==> config.mk <==
export PLATFORM = sky130hd
export DESIGN_NAME = e3_rx_alarm_detector
export DESIGN_NICKNAME = d
export VERILOG_FILES = /design/src/inc/e3_alarm_pkg.sv /design/src/rtl/e3_frame_counter.sv /design/src/rtl/e3_rx_alarm_detector.sv
export SDC_FILE = /design/constraint.sdc
export NUM_CORES = 1
export LEC_CHECK = 0
export ABC_AREA = 1
export BUFFER_PORTS_ARGS = -buffer_cell sky130_fd_sc_hd__buf_2
export CAP_MARGIN = 20
export CORE_ASPECT_RATIO = 1.5
export CORE_MARGIN = 8
export CORE_UTILIZATION = 50
export CTS_CLUSTER_SIZE = 20
export DETAILED_ROUTE_END_ITERATION = 16
export HOLD_SLACK_MARGIN = 0.15
export PLACE_DENSITY = 0.84
export SYNTH_ARGS = -nofsm -noshare
export SYNTH_HDL_FRONTEND = slang
export SYNTH_SLANG_ARGS = --single-unit
export TNS_END_PERCENT = 50
==> constraint.sdc <==
create_clock -name CORE_CLK_I -period 1.6 [get_ports CORE_CLK_I]
set_input_delay 0.16 -clock CORE_CLK_I [delete_from_list [all_inputs] [get_ports CORE_CLK_I]]
set_output_delay 0.16 -clock CORE_CLK_I [all_outputs]
set_load 0.02 [all_outputs]
==> src/inc/e3_alarm_pkg.sv <==
// constants and register map of the receive alarm detector
// Operation
// - signal loss is declared after 32 consecutive zero line bits or while the external loss input is high.
// - on declaring signal loss the loss pin goes high and bit 4 of status register two is set.
// - declaring signal loss sets the loss interrupt status bit, bit 1 of interrupt status one.
// - signal loss clears after a 32-bit span without any run of 4 consecutive zeros.
// - clearing signal loss raises the loss interrupt again and drops bit 4 and the loss pin.
// - all-ones alarm is declared when two consecutive frames each hold seven or fewer zeros.
// - declaring the all-ones alarm sets bit 0 of interrupt status one.
// - declaring the all-ones alarm raises its pin and sets bit 3 of status register two.
// - the all-ones alarm clears when two consecutive frames each hold eight or more zeros.
// - clearing the all-ones alarm raises its interrupt and drops its status bit and pin.
// - remote failure is declared after a selectable run of frames whose maintenance byte bit 7 is one.
// - bit 4 of config register one selects the run length, zero for 3 frames and one for 5.
// - declaring remote failure sets bit 3 of interrupt status two and bit 0 of status register two.
// - remote failure clears after the selected run of frames without the flag, with an interrupt and bit 0 cleared.
// - interrupt enable register two at 0x13 holds writable enables, remote failure at bit 3.
package e3_alarm_pkg;
  // register indices; each register is one aligned word, so the bus address is four times the index
  localparam logic [7:0] CFG_ONE_IDX = 8'h10;
  localparam logic [7:0] STAT_TWO_IDX = 8'h11;
  localparam logic [7:0] IEN_TWO_IDX = 8'h13;
  localparam logic [7:0] IST_ONE_IDX = 8'h14;
  localparam logic [7:0] IST_TWO_IDX = 8'h15;
  localparam logic [7:0] IEN_ONE_IDX = 8'h12;
  localparam int LOS_ZERO_RUN = 32;
  localparam int LOS_CLEAR_SPAN = 32;
  localparam int LOS_CLEAR_ZEROS = 4;
  localparam int AIS_MAX_ZEROS = 7;
  localparam int AIS_FRAMES = 2;
  localparam int RRF_SHORT = 3;
  localparam int RRF_LONG = 5;
  localparam int CFG_RRF_SEL_BIT = 4;
  localparam int ST_LOS_BIT = 4;
  localparam int ST_AIS_BIT = 3;
  localparam int ST_RRF_BIT = 0;
  localparam int IS1_LOS_BIT = 1;
  localparam int IS1_AIS_BIT = 0;
  localparam int IS2_RRF_BIT = 3;
  localparam int MA_RRF_BIT = 7;
  localparam logic [7:0] CFG_ONE_RESET = 8'h00;
  localparam logic [7:0] IEN_TWO_RESET = 8'h08;
  localparam logic [7:0] IEN_ONE_RESET = 8'h00;
  localparam logic [7:0] IEN_TWO_MASK = 8'h5f;
  localparam logic [7:0] IEN_ONE_MASK = 8'h03;
endpackage

==> src/rtl/e3_frame_counter.sv <==
`timescale 1ns/1ps
// consecutive-frame run counter for the remote failure flag
module e3_frame_counter #(
  parameter int WIDTH = 3
) (
  input wire logic clk_i,
  input wire logic srst_i,
  input wire logic frame_i,
  input wire logic flag_i,
  input wire logic state_i,
  input wire logic [WIDTH-1:0] need_i,
  output logic change_o
);
  logic [WIDTH-1:0] run_q;
  logic [WIDTH-1:0] run_d;
  wire logic differs = flag_i != state_i;
  wire logic [WIDTH-1:0] run_inc = run_q + 1'b1;
  // a frame agreeing with the current state restarts the run
  assign run_d = !frame_i ? run_q : (differs ? run_inc : '0);
  assign change_o = frame_i && differs && (run_inc >= need_i);
  always_ff @(posedge clk_i)
  begin
    if (srst_i || change_o)
      run_q <= '0;
    else
      run_q <= run_d;
  end
endmodule

==> src/rtl/e3_rx_alarm_detector.sv <==
// The APB interface to the registers was decided locally.
`timescale 1ns/1ps
// receive alarm detector: signal loss, all-ones alarm, remote failure, apb registers
module e3_rx_alarm_detector (
  input wire logic CORE_CLK_I,
  input wire logic SRST_I,
  input wire logic LINE_DATA_I,
  input wire logic LINE_VALID_I,
  input wire logic FRAME_END_I,
  input wire logic [7:0] MAINT_BYTE_I,
  input wire logic MAINT_VALID_I,
  input wire logic EXT_LOSS_I,
  input wire logic PSEL_I,
  input wire logic PENABLE_I,
  input wire logic PWRITE_I,
  input wire logic [7:0] PADDR_I,
  input wire logic [31:0] PWDATA_I,
  output logic [31:0] PRDATA_O,
  output logic PREADY_O,
  output logic PSLVERR_O,
  output logic SIGNAL_LOSS_O,
  output logic ALL_ONES_ALARM_O,
  output logic REMOTE_FAILURE_O,
  output logic IRQ_O
);
  // ----------------------------------------
  // pin synchronisers
  // ----------------------------------------
  logic [1:0] ext_sync_q;
  always_ff @(posedge CORE_CLK_I)
  begin
    if (SRST_I)
      ext_sync_q <= 2'h0;
    else
      ext_sync_q <= {ext_sync_q[0], EXT_LOSS_I};
  end
  wire logic ext_loss = ext_sync_q[1];

  // ----------------------------------------
  // signal loss
  // ----------------------------------------
  logic [5:0] zero_run_q;
  logic [5:0] span_q;
  logic [2:0] short_run_q;
  logic los_q;
  wire logic bit_zero = LINE_VALID_I && !LINE_DATA_I;
  wire logic bit_one = LINE_VALID_I && LINE_DATA_I;
  wire logic los_declare = !los_q && (ext_loss ||
    (bit_zero && zero_run_q == 6'(e3_alarm_pkg::LOS_ZERO_RUN - 1)));
  wire logic short_hit = bit_zero && short_run_q == 3'(e3_alarm_pkg::LOS_CLEAR_ZEROS - 1);
  // span restarts whenever four zeros in a row are seen
  wire logic los_clear = los_q && !ext_loss && LINE_VALID_I && !short_hit &&
    span_q == 6'(e3_alarm_pkg::LOS_CLEAR_SPAN - 1);
  always_ff @(posedge CORE_CLK_I)
  begin
    if (SRST_I || bit_one)
      zero_run_q <= 6'h00;
    else if (bit_zero && zero_run_q != 6'(e3_alarm_pkg::LOS_ZERO_RUN - 1))
      zero_run_q <= zero_run_q + 6'h01;
  end

  // short run holds at its limit: a fifth zero is a new four-zero run too
  always_ff @(posedge CORE_CLK_I)
  begin
    if (SRST_I || bit_one)
      short_run_q <= 3'h0;
    else if (bit_zero && !short_hit)
      short_run_q <= short_run_q + 3'h1;
  end

  always_ff @(posedge CORE_CLK_I)
  begin
    if (SRST_I || !los_q || short_hit || los_clear)
      span_q <= 6'h00;
    else if (LINE_VALID_I)
      span_q <= span_q + 6'h01;
  end

  always_ff @(posedge CORE_CLK_I)
  begin
    if (SRST_I)
      los_q <= 1'b0;
    else if (los_declare)
      los_q <= 1'b1;
    else if (los_clear)
      los_q <= 1'b0;
  end

  // ----------------------------------------
  // all-ones alarm
  // ----------------------------------------
  logic [3:0] frame_zeros_q;
  logic ais_run_q;
  logic ais_q;
  // count saturates at eight: only "eight or more" matters
  wire logic frame_heavy = frame_zeros_q > 4'(e3_alarm_pkg::AIS_MAX_ZEROS);
  wire logic frame_sparse = !frame_heavy;
  wire logic frame_differs = ais_q ? frame_heavy : frame_sparse;
  wire logic ais_change = FRAME_END_I && frame_differs && ais_run_q;
  always_ff @(posedge CORE_CLK_I)
  begin
    if (SRST_I)
    begin
      frame_zeros_q <= 4'h0;
      ais_run_q <= 1'b0;
      ais_q <= 1'b0;
    end
    else
    begin
      if (FRAME_END_I)
        frame_zeros_q <= 4'h0;
      else if (bit_zero && !frame_zeros_q[3])
        frame_zeros_q <= frame_zeros_q + 4'h1;
      if (FRAME_END_I)
        ais_run_q <= frame_differs && !ais_run_q;
      if (ais_change)
        ais_q <= !ais_q;
    end
  end

  // ----------------------------------------
  // remote receive failure
  // ----------------------------------------
  logic [7:0] cfg_one_q;
  logic rrf_q;
  logic rrf_change;
  wire logic [2:0] rrf_need = cfg_one_q[e3_alarm_pkg::CFG_RRF_SEL_BIT] ?
    3'(e3_alarm_pkg::RRF_LONG) : 3'(e3_alarm_pkg::RRF_SHORT);
  e3_frame_counter #(
    .WIDTH(3)
  ) u_rrf_count (
    .clk_i(CORE_CLK_I),
    .srst_i(SRST_I),
    .frame_i(MAINT_VALID_I),
    .flag_i(MAINT_BYTE_I[e3_alarm_pkg::MA_RRF_BIT]),
    .state_i(rrf_q),
    .need_i(rrf_need),
    .change_o(rrf_change)
  );
  always_ff @(posedge CORE_CLK_I)
  begin
    if (SRST_I)
      rrf_q <= 1'b0;
    else if (rrf_change)
      rrf_q <= !rrf_q;
  end

  // ----------------------------------------
  // apb slave
  // ----------------------------------------
  logic [7:0] ien_one_q;
  logic [7:0] ien_two_q;
  logic [7:0] ist_one_q;
  logic [7:0] ist_two_q;
  logic [31:0] rdata_q;
  logic ready_q;

  // registers sit on aligned words: bus address is four times the index
  function automatic logic [7:0] word_addr(input logic [7:0] idx);
    return {idx[5:0], 2'h0};
  endfunction

  wire logic access = PSEL_I && PENABLE_I;
  // one wait state: read data is latched in the first access cycle so it
  // stands at the completing edge; costs one cycle per transfer
  always_ff @(posedge CORE_CLK_I)
  begin
    if (SRST_I)
      ready_q <= 1'b0;
    else
      ready_q <= access && !ready_q;
  end

  wire logic done = access && ready_q;
  wire logic wr = done && PWRITE_I;
  // read side effects happen once, in the first access cycle
  wire logic rd = access && !ready_q && !PWRITE_I;
  wire logic sel_cfg = PADDR_I == word_addr(e3_alarm_pkg::CFG_ONE_IDX);
  wire logic sel_st = PADDR_I == word_addr(e3_alarm_pkg::STAT_TWO_IDX);
  wire logic sel_ie1 = PADDR_I == word_addr(e3_alarm_pkg::IEN_ONE_IDX);
  wire logic sel_ie2 = PADDR_I == word_addr(e3_alarm_pkg::IEN_TWO_IDX);
  wire logic sel_is1 = PADDR_I == word_addr(e3_alarm_pkg::IST_ONE_IDX);
  wire logic sel_is2 = PADDR_I == word_addr(e3_alarm_pkg::IST_TWO_IDX);
  wire logic mapped = sel_cfg || sel_st || sel_ie1 || sel_ie2 || sel_is1 || sel_is2;
  wire logic [7:0] stat_two = {3'h0, los_q, ais_q, 2'h0, rrf_q};
  wire logic [7:0] ev_one = {6'h00, los_declare || los_clear, ais_change};
  wire logic [7:0] ev_two = {4'h0, rrf_change, 3'h0};
  wire logic [7:0] rd_byte = sel_cfg ? cfg_one_q :
                             sel_st ? stat_two :
                             sel_ie1 ? ien_one_q :
                             sel_ie2 ? ien_two_q :
                             sel_is1 ? ist_one_q :
                             sel_is2 ? ist_two_q : 8'h00;
  always_ff @(posedge CORE_CLK_I)
  begin
    if (SRST_I)
    begin
      cfg_one_q <= e3_alarm_pkg::CFG_ONE_RESET;
      ien_one_q <= e3_alarm_pkg::IEN_ONE_RESET;
      ien_two_q <= e3_alarm_pkg::IEN_TWO_RESET;
    end
    else
    begin
      if (wr && sel_cfg)
        cfg_one_q <= PWDATA_I[7:0];
      if (wr && sel_ie1)
        ien_one_q <= PWDATA_I[7:0] & e3_alarm_pkg::IEN_ONE_MASK;
      if (wr && sel_ie2)
        ien_two_q <= PWDATA_I[7:0] & e3_alarm_pkg::IEN_TWO_MASK;
    end
  end

  // clear on read in the same cycle the data is latched; a coincident
  // event survives, a later one waits for the next read
  always_ff @(posedge CORE_CLK_I)
  begin
    if (SRST_I)
    begin
      ist_one_q <= 8'h00;
      ist_two_q <= 8'h00;
    end
    else
    begin
      ist_one_q <= ((rd && sel_is1) ? 8'h00 : ist_one_q) | ev_one;
      ist_two_q <= ((rd && sel_is2) ? 8'h00 : ist_two_q) | ev_two;
    end
  end

  always_ff @(posedge CORE_CLK_I)
  begin
    if (SRST_I)
      rdata_q <= 32'h0000_0000;
    else if (rd)
      rdata_q <= {24'h00_0000, rd_byte};
  end

  assign PREADY_O = ready_q;
  assign PSLVERR_O = access && !mapped;
  assign PRDATA_O = rdata_q;

  // ----------------------------------------
  // outputs
  // ----------------------------------------
  logic irq_q;
  always_ff @(posedge CORE_CLK_I)
  begin
    if (SRST_I)
      irq_q <= 1'b0;
    else
      irq_q <= |(ist_one_q & ien_one_q) || |(ist_two_q & ien_two_q);
  end
  assign IRQ_O = irq_q;
  assign SIGNAL_LOSS_O = los_q;
  assign ALL_ONES_ALARM_O = ais_q;
  assign REMOTE_FAILURE_O = rrf_q;
endmodule

After elaboration in Yosys (flattened, before gate mapping)
Index checks and enable logic that the tools add are counted.
W data, S select, Z words.

cells by class
  mux-type cells = 13
  bitwise logic cells = 4
  reductions and logical operators = 57
  eq/ne operators = 11
  add/subtract/negate cells = 5
  order comparisons = 2

operators by type and width
  cell                   count
  $mux W8                8
  $eq A8 B7 Y1 const B   6
  $logic_and A1 B1 Y1    28
  $reduce_or A8 Y1       2
  $logic_or A1 B1 Y1     13
  $add A6 B1 Y6 const B  2
  $eq A6 B5 Y1 const B   2
  $logic_not A1 Y1       12
  $and A8 B2 Y8          1
  $and A8 B7 Y8          1
  $or A8 B2 Y8           1
  $or A8 B4 Y8           1
  $add A3 B1 Y3 const B  2
  $mux W3                2
  $ne A6 B5 Y1 const B   1
  $add A4 B1 Y4 const B  1
  $gt A4 B3 Y1 const B   1
  $eq A3 B2 Y1 const B   1
  $ge A3 B3 Y1           1
  $mux W1                3
  $reduce_bool A2 Y1     1
  $reduce_or A2 Y1       1
  $ne A1 B1 Y1           1

storage, ports and cells
  bits in registers = 70
  input bits = 58
  output and inout port bits = 38

Depth between registers and ports, before layout
Gate-level depths: netlist of the first run.

  depth in word-level cells = 8
  mapped depth = 10
  gate-level depth less buffers = 10

By module
Synthesis of the first run repeated with hierarchy kept, for this count alone.

second synthesis, totals
  cells, all modules = 412
  area total of the unflattened synthesis = 2946.6 um^2

by module, submodules not included
  module                seq. area each (um^2)  times used  area each (um^2)  cells an instance
  e3_rx_alarm_detector  1081.0                 1           2663.8            365
  e3_frame_counter      60.1                   1           282.8             47

Worst setup path before layout of the first run
Ideal clock, no wire load.

  path type = register to register
  start = register u_rrf_count.run_q[0]
  end = register rrf_q (netlist: REMOTE_FAILURE_O)
  buffers on the path = 0
  cell stages (with the launch flop) = 9
  arrival time = 1.323 ns
  slack = 0.158 ns
  required time = 1.481 ns
  cells stage by stage = dfxtp_1 > ha_1 > xor2_1 > ha_1 > nand3_1 > nand2_1 > nand2_1 > o21ai_0 > a21oi_1

between the ends
  cells in the longest elaborated chain, start to end = 3

ends and longest elaborated chain
  item                    RTL line                     text
  start, declared         e3_frame_counter.sv:14       logic [WIDTH-1:0] run_q;
  start signal, assigned  e3_frame_counter.sv:26       run_q <= run_d;
  $add A3 B1 Y3           e3_frame_counter.sv:17       wire logic [WIDTH-1:0] run_inc = run_q + 1'b1;
  $ge A3 B3 Y1            e3_frame_counter.sv:20       assign change_o = frame_i && differs && (run_inc >= need_i);
  $logic_and A1 B1 Y1     e3_frame_counter.sv:20
  end signal, assigned    e3_rx_alarm_detector.sv:145  rrf_q <= !rrf_q;
  end, declared           e3_rx_alarm_detector.sv:125  logic rrf_q;

Every way passes these cells.
A chain may end at the register's enable or synchronous reset.

Worst setup path after layout of the first run
  start = register u_rrf_count.run_q[1]
  end = register u_rrf_count.run_q[2]

between the ends
  cells in the longest elaborated chain, start to end = 4
  elaborated cells between the ends (all ways) = 5
  classes of those cells = 1 x add/sub; 1 x order compare; 1 x mux; 2 x reduce/logical

ends and longest elaborated chain
  item                 RTL line                text
  $add A3 B1 Y3 *      e3_frame_counter.sv:17
  $ge A3 B3 Y1         e3_frame_counter.sv:20
  $logic_and A1 B1 Y1  e3_frame_counter.sv:20
  $logic_or A1 B1 Y1   e3_frame_counter.sv:23  if (srst_i || change_o)

Every way passes the cells marked *; elsewhere a longest branch is shown, timed or not.

==> flow_metrics.py, run 1 <==
metrics = {
    "synth": {
        "synth_edf_count": 0,
        "ys_top_cells_by_count": "nand2_1 (78), dfxtp_1 (57), nor2_1 (56)",
        "synth_ff_type": "dfxtp_1",
        "synth_warnings": 0,
        "async_reset_ff_share_pct": 0,
        "yosysTopAreaCell": "dfxtp_1",
        "synthMuxAreaShare_pct": 0,
        "seq_area_frac_synth_pct": 39.8,
        "avgSynthCellArea_um2": 7.27,
        "synthCells": 394,
        "synthDominantCellAreaShare_pct": 39.8,
        "synth-adder-area-share_pct": 3.49,
        "synth.area.top_cells": "dfxtp_1 (40%), nand2_1 (10%), nor2_1 (7.3%)",
        "yosysMostFrequentCell": "nand2_1",
        "ys_ff_latch": 57,
        "syn_area_um2": 2870,
        "synth-simple-area-share_pct": 30.5,
        "yosysUniqueCellTypes": 36,
        "synth_top_family_by_area": "simple AND/OR/NAND/NOR gates",
        "synth_compound_area_share_pct": 10.4,
        "post_synth_xor_area_fraction_pct": 2.14,
    },
    "grt": {
        "grt_pass1_wl_um": 10900,
        "grt_pass1_vias": 2637,
        "grtUsageTotal_pct": 15.9,
        "grt_antenna_before_repair": 0,
        "grt.overflow.total": 0,
        "grt_max_degree": 16,
    },
    "drt": {
        "drt-pass1-iter-count": 5,
        "vias_per_cell": 4.88,
        "routed_wl_um": 6720,
        "avgRoutedWirePerCell_um": 12.5,
        "vias": 2619,
        "ant_nets": 0,
        "drc": 0,
        "drt-initial-drc-count": 211,
    },
    "die": {
        "die_w_um": 77.8,
        "initial_core_util_pct": 50.6,
        "core-area_um2": 5660,
        "rows": 34,
        "die_area_um2": 8460,
        "ios": 96,
        "die_h_um": 109,
    },
    "power_and_ir_drop": {
        "leakagePower_nw": 1.66,
        "vdd_ir_drop_max_v": 0.000656,
        "power.total_w": 0.00328,
        "p_per_area_nw_per_um2": 935,
    },
    "sta": {
        "rsz0062_at_grt": "true",
        "finalHoldViolations": 0,
        "fin_worst_skew_ns": 0.00595,
        "final_max_slew_viol_count": 0,
        "hold_slack_ns": 0.150,
        "fin_ws_ns": -0.00613,
        "min_period_ns": 1.61,
        "tns_ns": -0.0159,
        "clock.fmax_ghz": 0.623,
        "finalSetupViolCount": 3,
        "period_share_pct": 100,
    },
    "placement": {
        "dp_hpwl_um": 4970,
        "dp.cells": 505,
        "gp_congestion": 0.905,
        "port_buffers": 40,
        "place_ws_ns": -0.0438,
    },
    "critical_path": {
        "worstSetupPathType": "register to register",
        "path_max_fanout": 4,
        "worstSetupStartpointType": "register",
        "cp.required_ns": 1.88,
        "crit_arrival_ns": 1.89,
        "end_kind": "register",
    },
    "finish": {
        "area_growth_pct": 22.2,
        "fillers": 513,
        "multiInputGateArea_um2": 1480,
        "num_antenna_cells": 0,
        "fin_cells": 537,
        "drive_above_1_share_pct": 21.5,
        "final_nets": 526,
        "seqCellArea_um2": 1140,
    },
    "cts": {
        "cts_max_level": 3,
        "cts_root_buffer": "clkbuf_8",
        "cts_buffers": 9,
        "path_clk_slew_ns": 0.07,
        "clock_path_buffers": 2,
        "insertion_delay_ns": 0.34,
        "cts_tree": "built",
        "clkSinkCount": 57,
    },
    "outcome": {
        "status": "finished with violations",
        "violations": "negative setup slack",
    },
    "job": {
        "drv_cap": 0,
    },
    "hold_path": {
        "hold_path.class": "input pin to register",
    },
}
[worst max-delay path, cell delays in order (launching register included)]
cell and delay (ns):
dfxtp_2 0.34, ha_4 0.16, xor2_2 0.14, ha_1 0.34, a21oi_2 0.17, nand2_1 0.08
nand2_2 0.13, nand2_4 0.08, nor2_2 0.11
[flip-flops by register name, summed over array words and instances (netlist names)]
name / cells
ALL_ONES_ALARM_O: 1
IRQ_O: 1
PRDATA_O: 8
PREADY_O: 1
REMOTE_FAILURE_O: 1
SIGNAL_LOSS_O: 1
ais_run_q: 1
cfg_one_q: 8
ext_sync_q: 2
frame_zeros_q: 4
ien_one_q: 2
ien_two_q: 6
ist_one_q: 2
ist_two_q: 1
short_run_q: 3
span_q: 6
u_rrf_count.run_q: 3
zero_run_q: 6
[report_power, final]
group	total (W)	switching (W)	internal, W
sequential	0.00147	0.0000226	0.00145
clock	0.00148	0.000608	0.000875
combinational	0.000322	0.000209	0.000114
total	0.00328	0.000839	0.00244
[routing by layer]
metal  vias to the layer above  GRT usage [%]  routed length [µm]
met4                         0           8.67                 155
met5                         -              0                   0
li1                       1342              -                   -
met1                      1196           13.4                2350
met2                        66           32.2                3810
met3                        15           4.37                 393
[logic make-up after synthesis]
| family | after synthesis |
|---|---|
| other | 1 |
| XOR/XNOR | 7 |
| AND/OR/NAND/NOR | 187 |
| AO/OA/AOI/OAI | 57 |
| adder cells (fa/ha/maj) | 8 |
| flip-flops | 57 |
| buffers and inverters | 77 |
[area by class of cell]
| cell class | count | share of cell area (%) |
|---|---|---|
| clock buffer | 9 | 3.54 |
| clock inverter | 7 | 2.68 |
| inverter | 48 | 5.14 |
| multi-input combinational | 283 | 42.2 |
| sequential | 57 | 32.7 |
| tap | 72 | 2.57 |
| timing repair buffer | 61 | 11.2 |
[final timing paths]
check | startpoint | to | slack, ns | cells past startpoint
setup reg to reg | u_rrf_count.run_q[1] | u_rrf_count.run_q[2] | -0.006 | 8
setup / recovery | u_rrf_count.run_q[1] | u_rrf_count.run_q[2] | -0.006 | 8
hold reg to reg | ext_sync_q[0] | ext_sync_q[1] | 0.41 | 2
hold / removal | PENABLE_I | PREADY_O | 0.15 | 3
[timing repair]
action | CTS | global route
endpoints found under the hold margin | 25 | 0
resized for setup | 5 | 12
hold buffers | 14 | 0
pin swaps | 0 | 3
buffers inserted | 0 | 2
setup endpoints to repair | 4 | 9
[per-stage QoR]
stage	instance area [µm²]	utilization (%)
5_1_grt	3500	61.9
6_report	3500	61.9
3_3_place_gp	3070	54.3
4_1_cts	3450	60.9
3_5_place_dp	3070	54.3
2_1_floorplan	2950	-
[cell usage in the layout, fill, tap and decap left out, types with 3 or more instances in the layout]
| cell type | Yosys | routed |
|---|---|---|
| o21ai_0 | 24 | 23 |
| a21oi_2 | 0 | 3 |
| buf_4 | 24 | 7 |
| a21oi_1 | 27 | 24 |
| nand2_1 | 78 | 75 |
| inv_2 | 3 | 3 |
| buf_2 | 0 | 40 |
| nor2_4 | 4 | 4 |
| xnor2_1 | 3 | 3 |
| nor3b_1 | 3 | 3 |
| ha_1 | 8 | 7 |
| dfxtp_1 | 57 | 54 |
| conb_1 | 1 | 24 |
| nand3_1 | 21 | 21 |
| dfxtp_2 | 0 | 3 |
| nor2_2 | 6 | 8 |
| nand4_1 | 5 | 5 |
| inv_1 | 45 | 45 |
| nand2_2 | 2 | 4 |
| nor3_1 | 3 | 3 |
| xor2_1 | 4 | 3 |
| clkbuf_8 | 0 | 9 |
| nor2_1 | 56 | 54 |
| dlygate4sd3_1 | 0 | 14 |
(Power assumes the default switching activity.)
==> inputs of run 2 (changes only) <==
--- a/config.mk
+++ b/config.mk
@@ -15,6 +15,7 @@
 export DETAILED_ROUTE_END_ITERATION = 16
 export HOLD_SLACK_MARGIN = 0.15
 export PLACE_DENSITY = 0.84
+export SETUP_SLACK_MARGIN = 0.3
 export SYNTH_ARGS = -nofsm -noshare
 export SYNTH_HDL_FRONTEND = slang
 export SYNTH_SLANG_ARGS = --single-unit
==> run 2 against run 1 <==
Compared with the run above:
- the flow now finishes without violations
- clock skew is 0.0058 ns higher
- routed wire length is 5.8% higher
- die area stayed put
- flip-flop and latch count stayed put
- total power is 1.8% higher
- sequential share of layout area is 1.4 points lower
- critical path depth stayed put
==> flow_metrics.py, run 2 (same netlist as run 1, synthesis figures left out) <==
metrics = {
    "outcome": {
        "status": "completed",
    },
    "grt": {
        "grt.overflow.total": 0,
        "grt_max_degree": 16,
        "grtUsageTotal_pct": 17.7,
        "grt_antenna_before_repair": 0,
        "grt_pass1_wl_um": 12100,
        "grt_pass1_vias": 2785,
    },
    "cts": {
        "insertion_delay_ns": 0.33,
        "cts_max_level": 3,
        "cts_root_buffer": "clkbuf_8",
        "cts_buffers": 9,
        "clkSinkCount": 57,
        "cts_tree": "built",
        "path_clk_slew_ns": 0.07,
        "clock_path_buffers": 2,
    },
    "hold_path": {
        "hold_depth": 3,
        "whs_endpoint": "PREADY_O",
        "hold_path.class": "input pin to register",
        "hp-start": "PENABLE_I",
    },
    "critical_path": {
        "ff2ff_setup_slack_ns": 0.05,
        "crit-reg2reg-launch": "u_rrf_count.run_q[0]",
        "slowest_delay_ns": 0.35,
        "crit_buf_inv": 0,
        "cp.required_ns": 1.86,
        "crit_chain": "ha_4, xor2_2, ha_1, a21oi_1, nand2_1, nand2_2, o21ai_1, a21oi_1",
        "cp_slowest_cell": "dfxtp_2",
        "path_max_fanout": 4,
        "worstSetupPathType": "register to register",
        "worstSetupStartpointType": "register",
        "end_kind": "register",
        "crit_arrival_ns": 1.81,
        "timing.rr.end": "REMOTE_FAILURE_O",
        "path_delay_family": "adder cells",
        "reg2reg_depth": 8,
        "critPathMostFrequentCell": "a21oi_1",
    },
    "sta": {
        "fin_worst_skew_ns": 0.0118,
        "min_period_ns": 1.55,
        "tns_ns": 0,
        "final_max_slew_viol_count": 0,
        "finalHoldViolations": 0,
        "period_share_pct": 96.9,
        "clock.fmax_ghz": 0.645,
        "rsz0062_at_grt": "true",
        "finalSetupViolCount": 0,
        "hold_slack_ns": 0.161,
    },
    "finish": {
        "fin_cells": 546,
        "mostFrequentLayoutCell": "nand2_1",
        "num_antenna_cells": 0,
        "most-common-layout-cells": "nand2_1 (71), nor2_1 (47), dfxtp_1 (46), inv_1 (44), buf_2 (40)",
        "area_growth_pct": 28.9,
        "final_core_util_pct": 65.3,
        "final_nets": 535,
        "drive_above_1_share_pct": 28.1,
    },
    "placement": {
        "gp_congestion": 0.916,
        "port_buffers": 40,
        "dp.cells": 507,
        "dp_hpwl_um": 4920,
    },
    "job": {
        "drv_cap": 0,
    },
    "die": {
        "die_w_um": 77.8,
        "rows": 34,
        "die_h_um": 109,
        "initial_core_util_pct": 50.6,
        "die_area_um2": 8460,
        "core-area_um2": 5660,
        "ios": 96,
    },
    "drt": {
        "routed_wl_um": 7110,
        "vias_per_cell": 4.96,
        "drt-pass1-iter-count": 7,
        "ant_nets": 0,
        "vias": 2710,
        "drc": 0,
        "avgRoutedWirePerCell_um": 13.0,
        "drt-initial-drc-count": 213,
    },
    "power_and_ir_drop": {
        "vdd_ir_drop_max_v": 0.000619,
        "p_comb_share_pct": 10.0,
        "pwr-share-clk_pct": 45.8,
        "swShare_pct": 24.3,
        "leakagePower_nw": 1.73,
        "p_int_w": 0.00252,
        "seqPwrFrac_pct": 44.2,
        "power_switching_w": 0.000810,
        "p_per_area_nw_per_um2": 903,
    },
}
[run 2: per-stage QoR]
stage	total power (W)	area [µm²]	setup WS, ns
2_1_floorplan	0.00173	2960	0.180
3_3_place_gp	0.00177	3100	0.101
3_5_place_dp	0.00178	3100	0.0199
4_1_cts	0.00333	3600	0.0583
5_1_grt	0.00346	3690	-0.0291
6_report	0.00333	3690	0.0500
[run 2: power by group through the flow]
| stage | registers, W | clock network (W) | logic, W |
|---|---|---|---|
| 2_1_floorplan | 0.00151 | 0 | 0.000227 |
| 3_3_place_gp | 0.00150 | 0 | 0.000274 |
| 3_5_place_dp | 0.00150 | 0 | 0.000281 |
| 4_1_cts | 0.00147 | 0.00154 | 0.000317 |
| 5_1_grt | 0.00148 | 0.00161 | 0.000369 |
| 6_report | 0.00147 | 0.00153 | 0.000333 |
[run 2: per-layer routing]
layer	up-vias	track usage (%)	part of all wire, %
met3	16	5.45	5.9
met2	92	34.5	58
met1	1245	15.8	34
met5	-	0	0
met4	0	8.81	2.1
li1	1357	-	-
[run 2: area by class of cell]
class | instances | area, µm²
Inverter | 48 | 185
Timing Repair Buffer | 70 | 459
Clock inverter | 5 | 77.6
Fill cell | 453 | 1970
Multi-Input combinational cell | 283 | 1570
Clock buffer | 11 | 151
Sequential cell | 57 | 1150
Tap cell | 72 | 90.1
[run 2: worst min-delay path, delay by kind of cell]
| kind | cells | cell delay [ns] |
|---|---|---|
| buf+inv | 1 | 0.09 |
| simple gates | 2 | 0.19 |
[run 2: worst max-delay path by stage]
stage          slack (ns)                   end            startpoint  cells past startpoint
6_report             0.05      REMOTE_FAILURE_O  u_rrf_count.run_q[0]                      8
5_1_grt             -0.03      REMOTE_FAILURE_O  u_rrf_count.run_q[0]                      8
3_5_place_dp         0.02  u_rrf_count.run_q[0]  u_rrf_count.run_q[0]                      8
4_1_cts              0.06  u_rrf_count.run_q[0]  u_rrf_count.run_q[0]                      8
3_3_place_gp         0.10  u_rrf_count.run_q[0]  u_rrf_count.run_q[0]                      8
2_1_floorplan        0.18      REMOTE_FAILURE_O  u_rrf_count.run_q[0]                      8
[run 2: repair_timing]
action | CTS | global route
hold endpoints to repair | 22 | 0
buffers inserted | 9 | 2
endpoints found under the setup margin | 26 | 38
gates resized for setup | 21 | 29
hold buffers | 12 | 0
pin swaps | 13 | 16
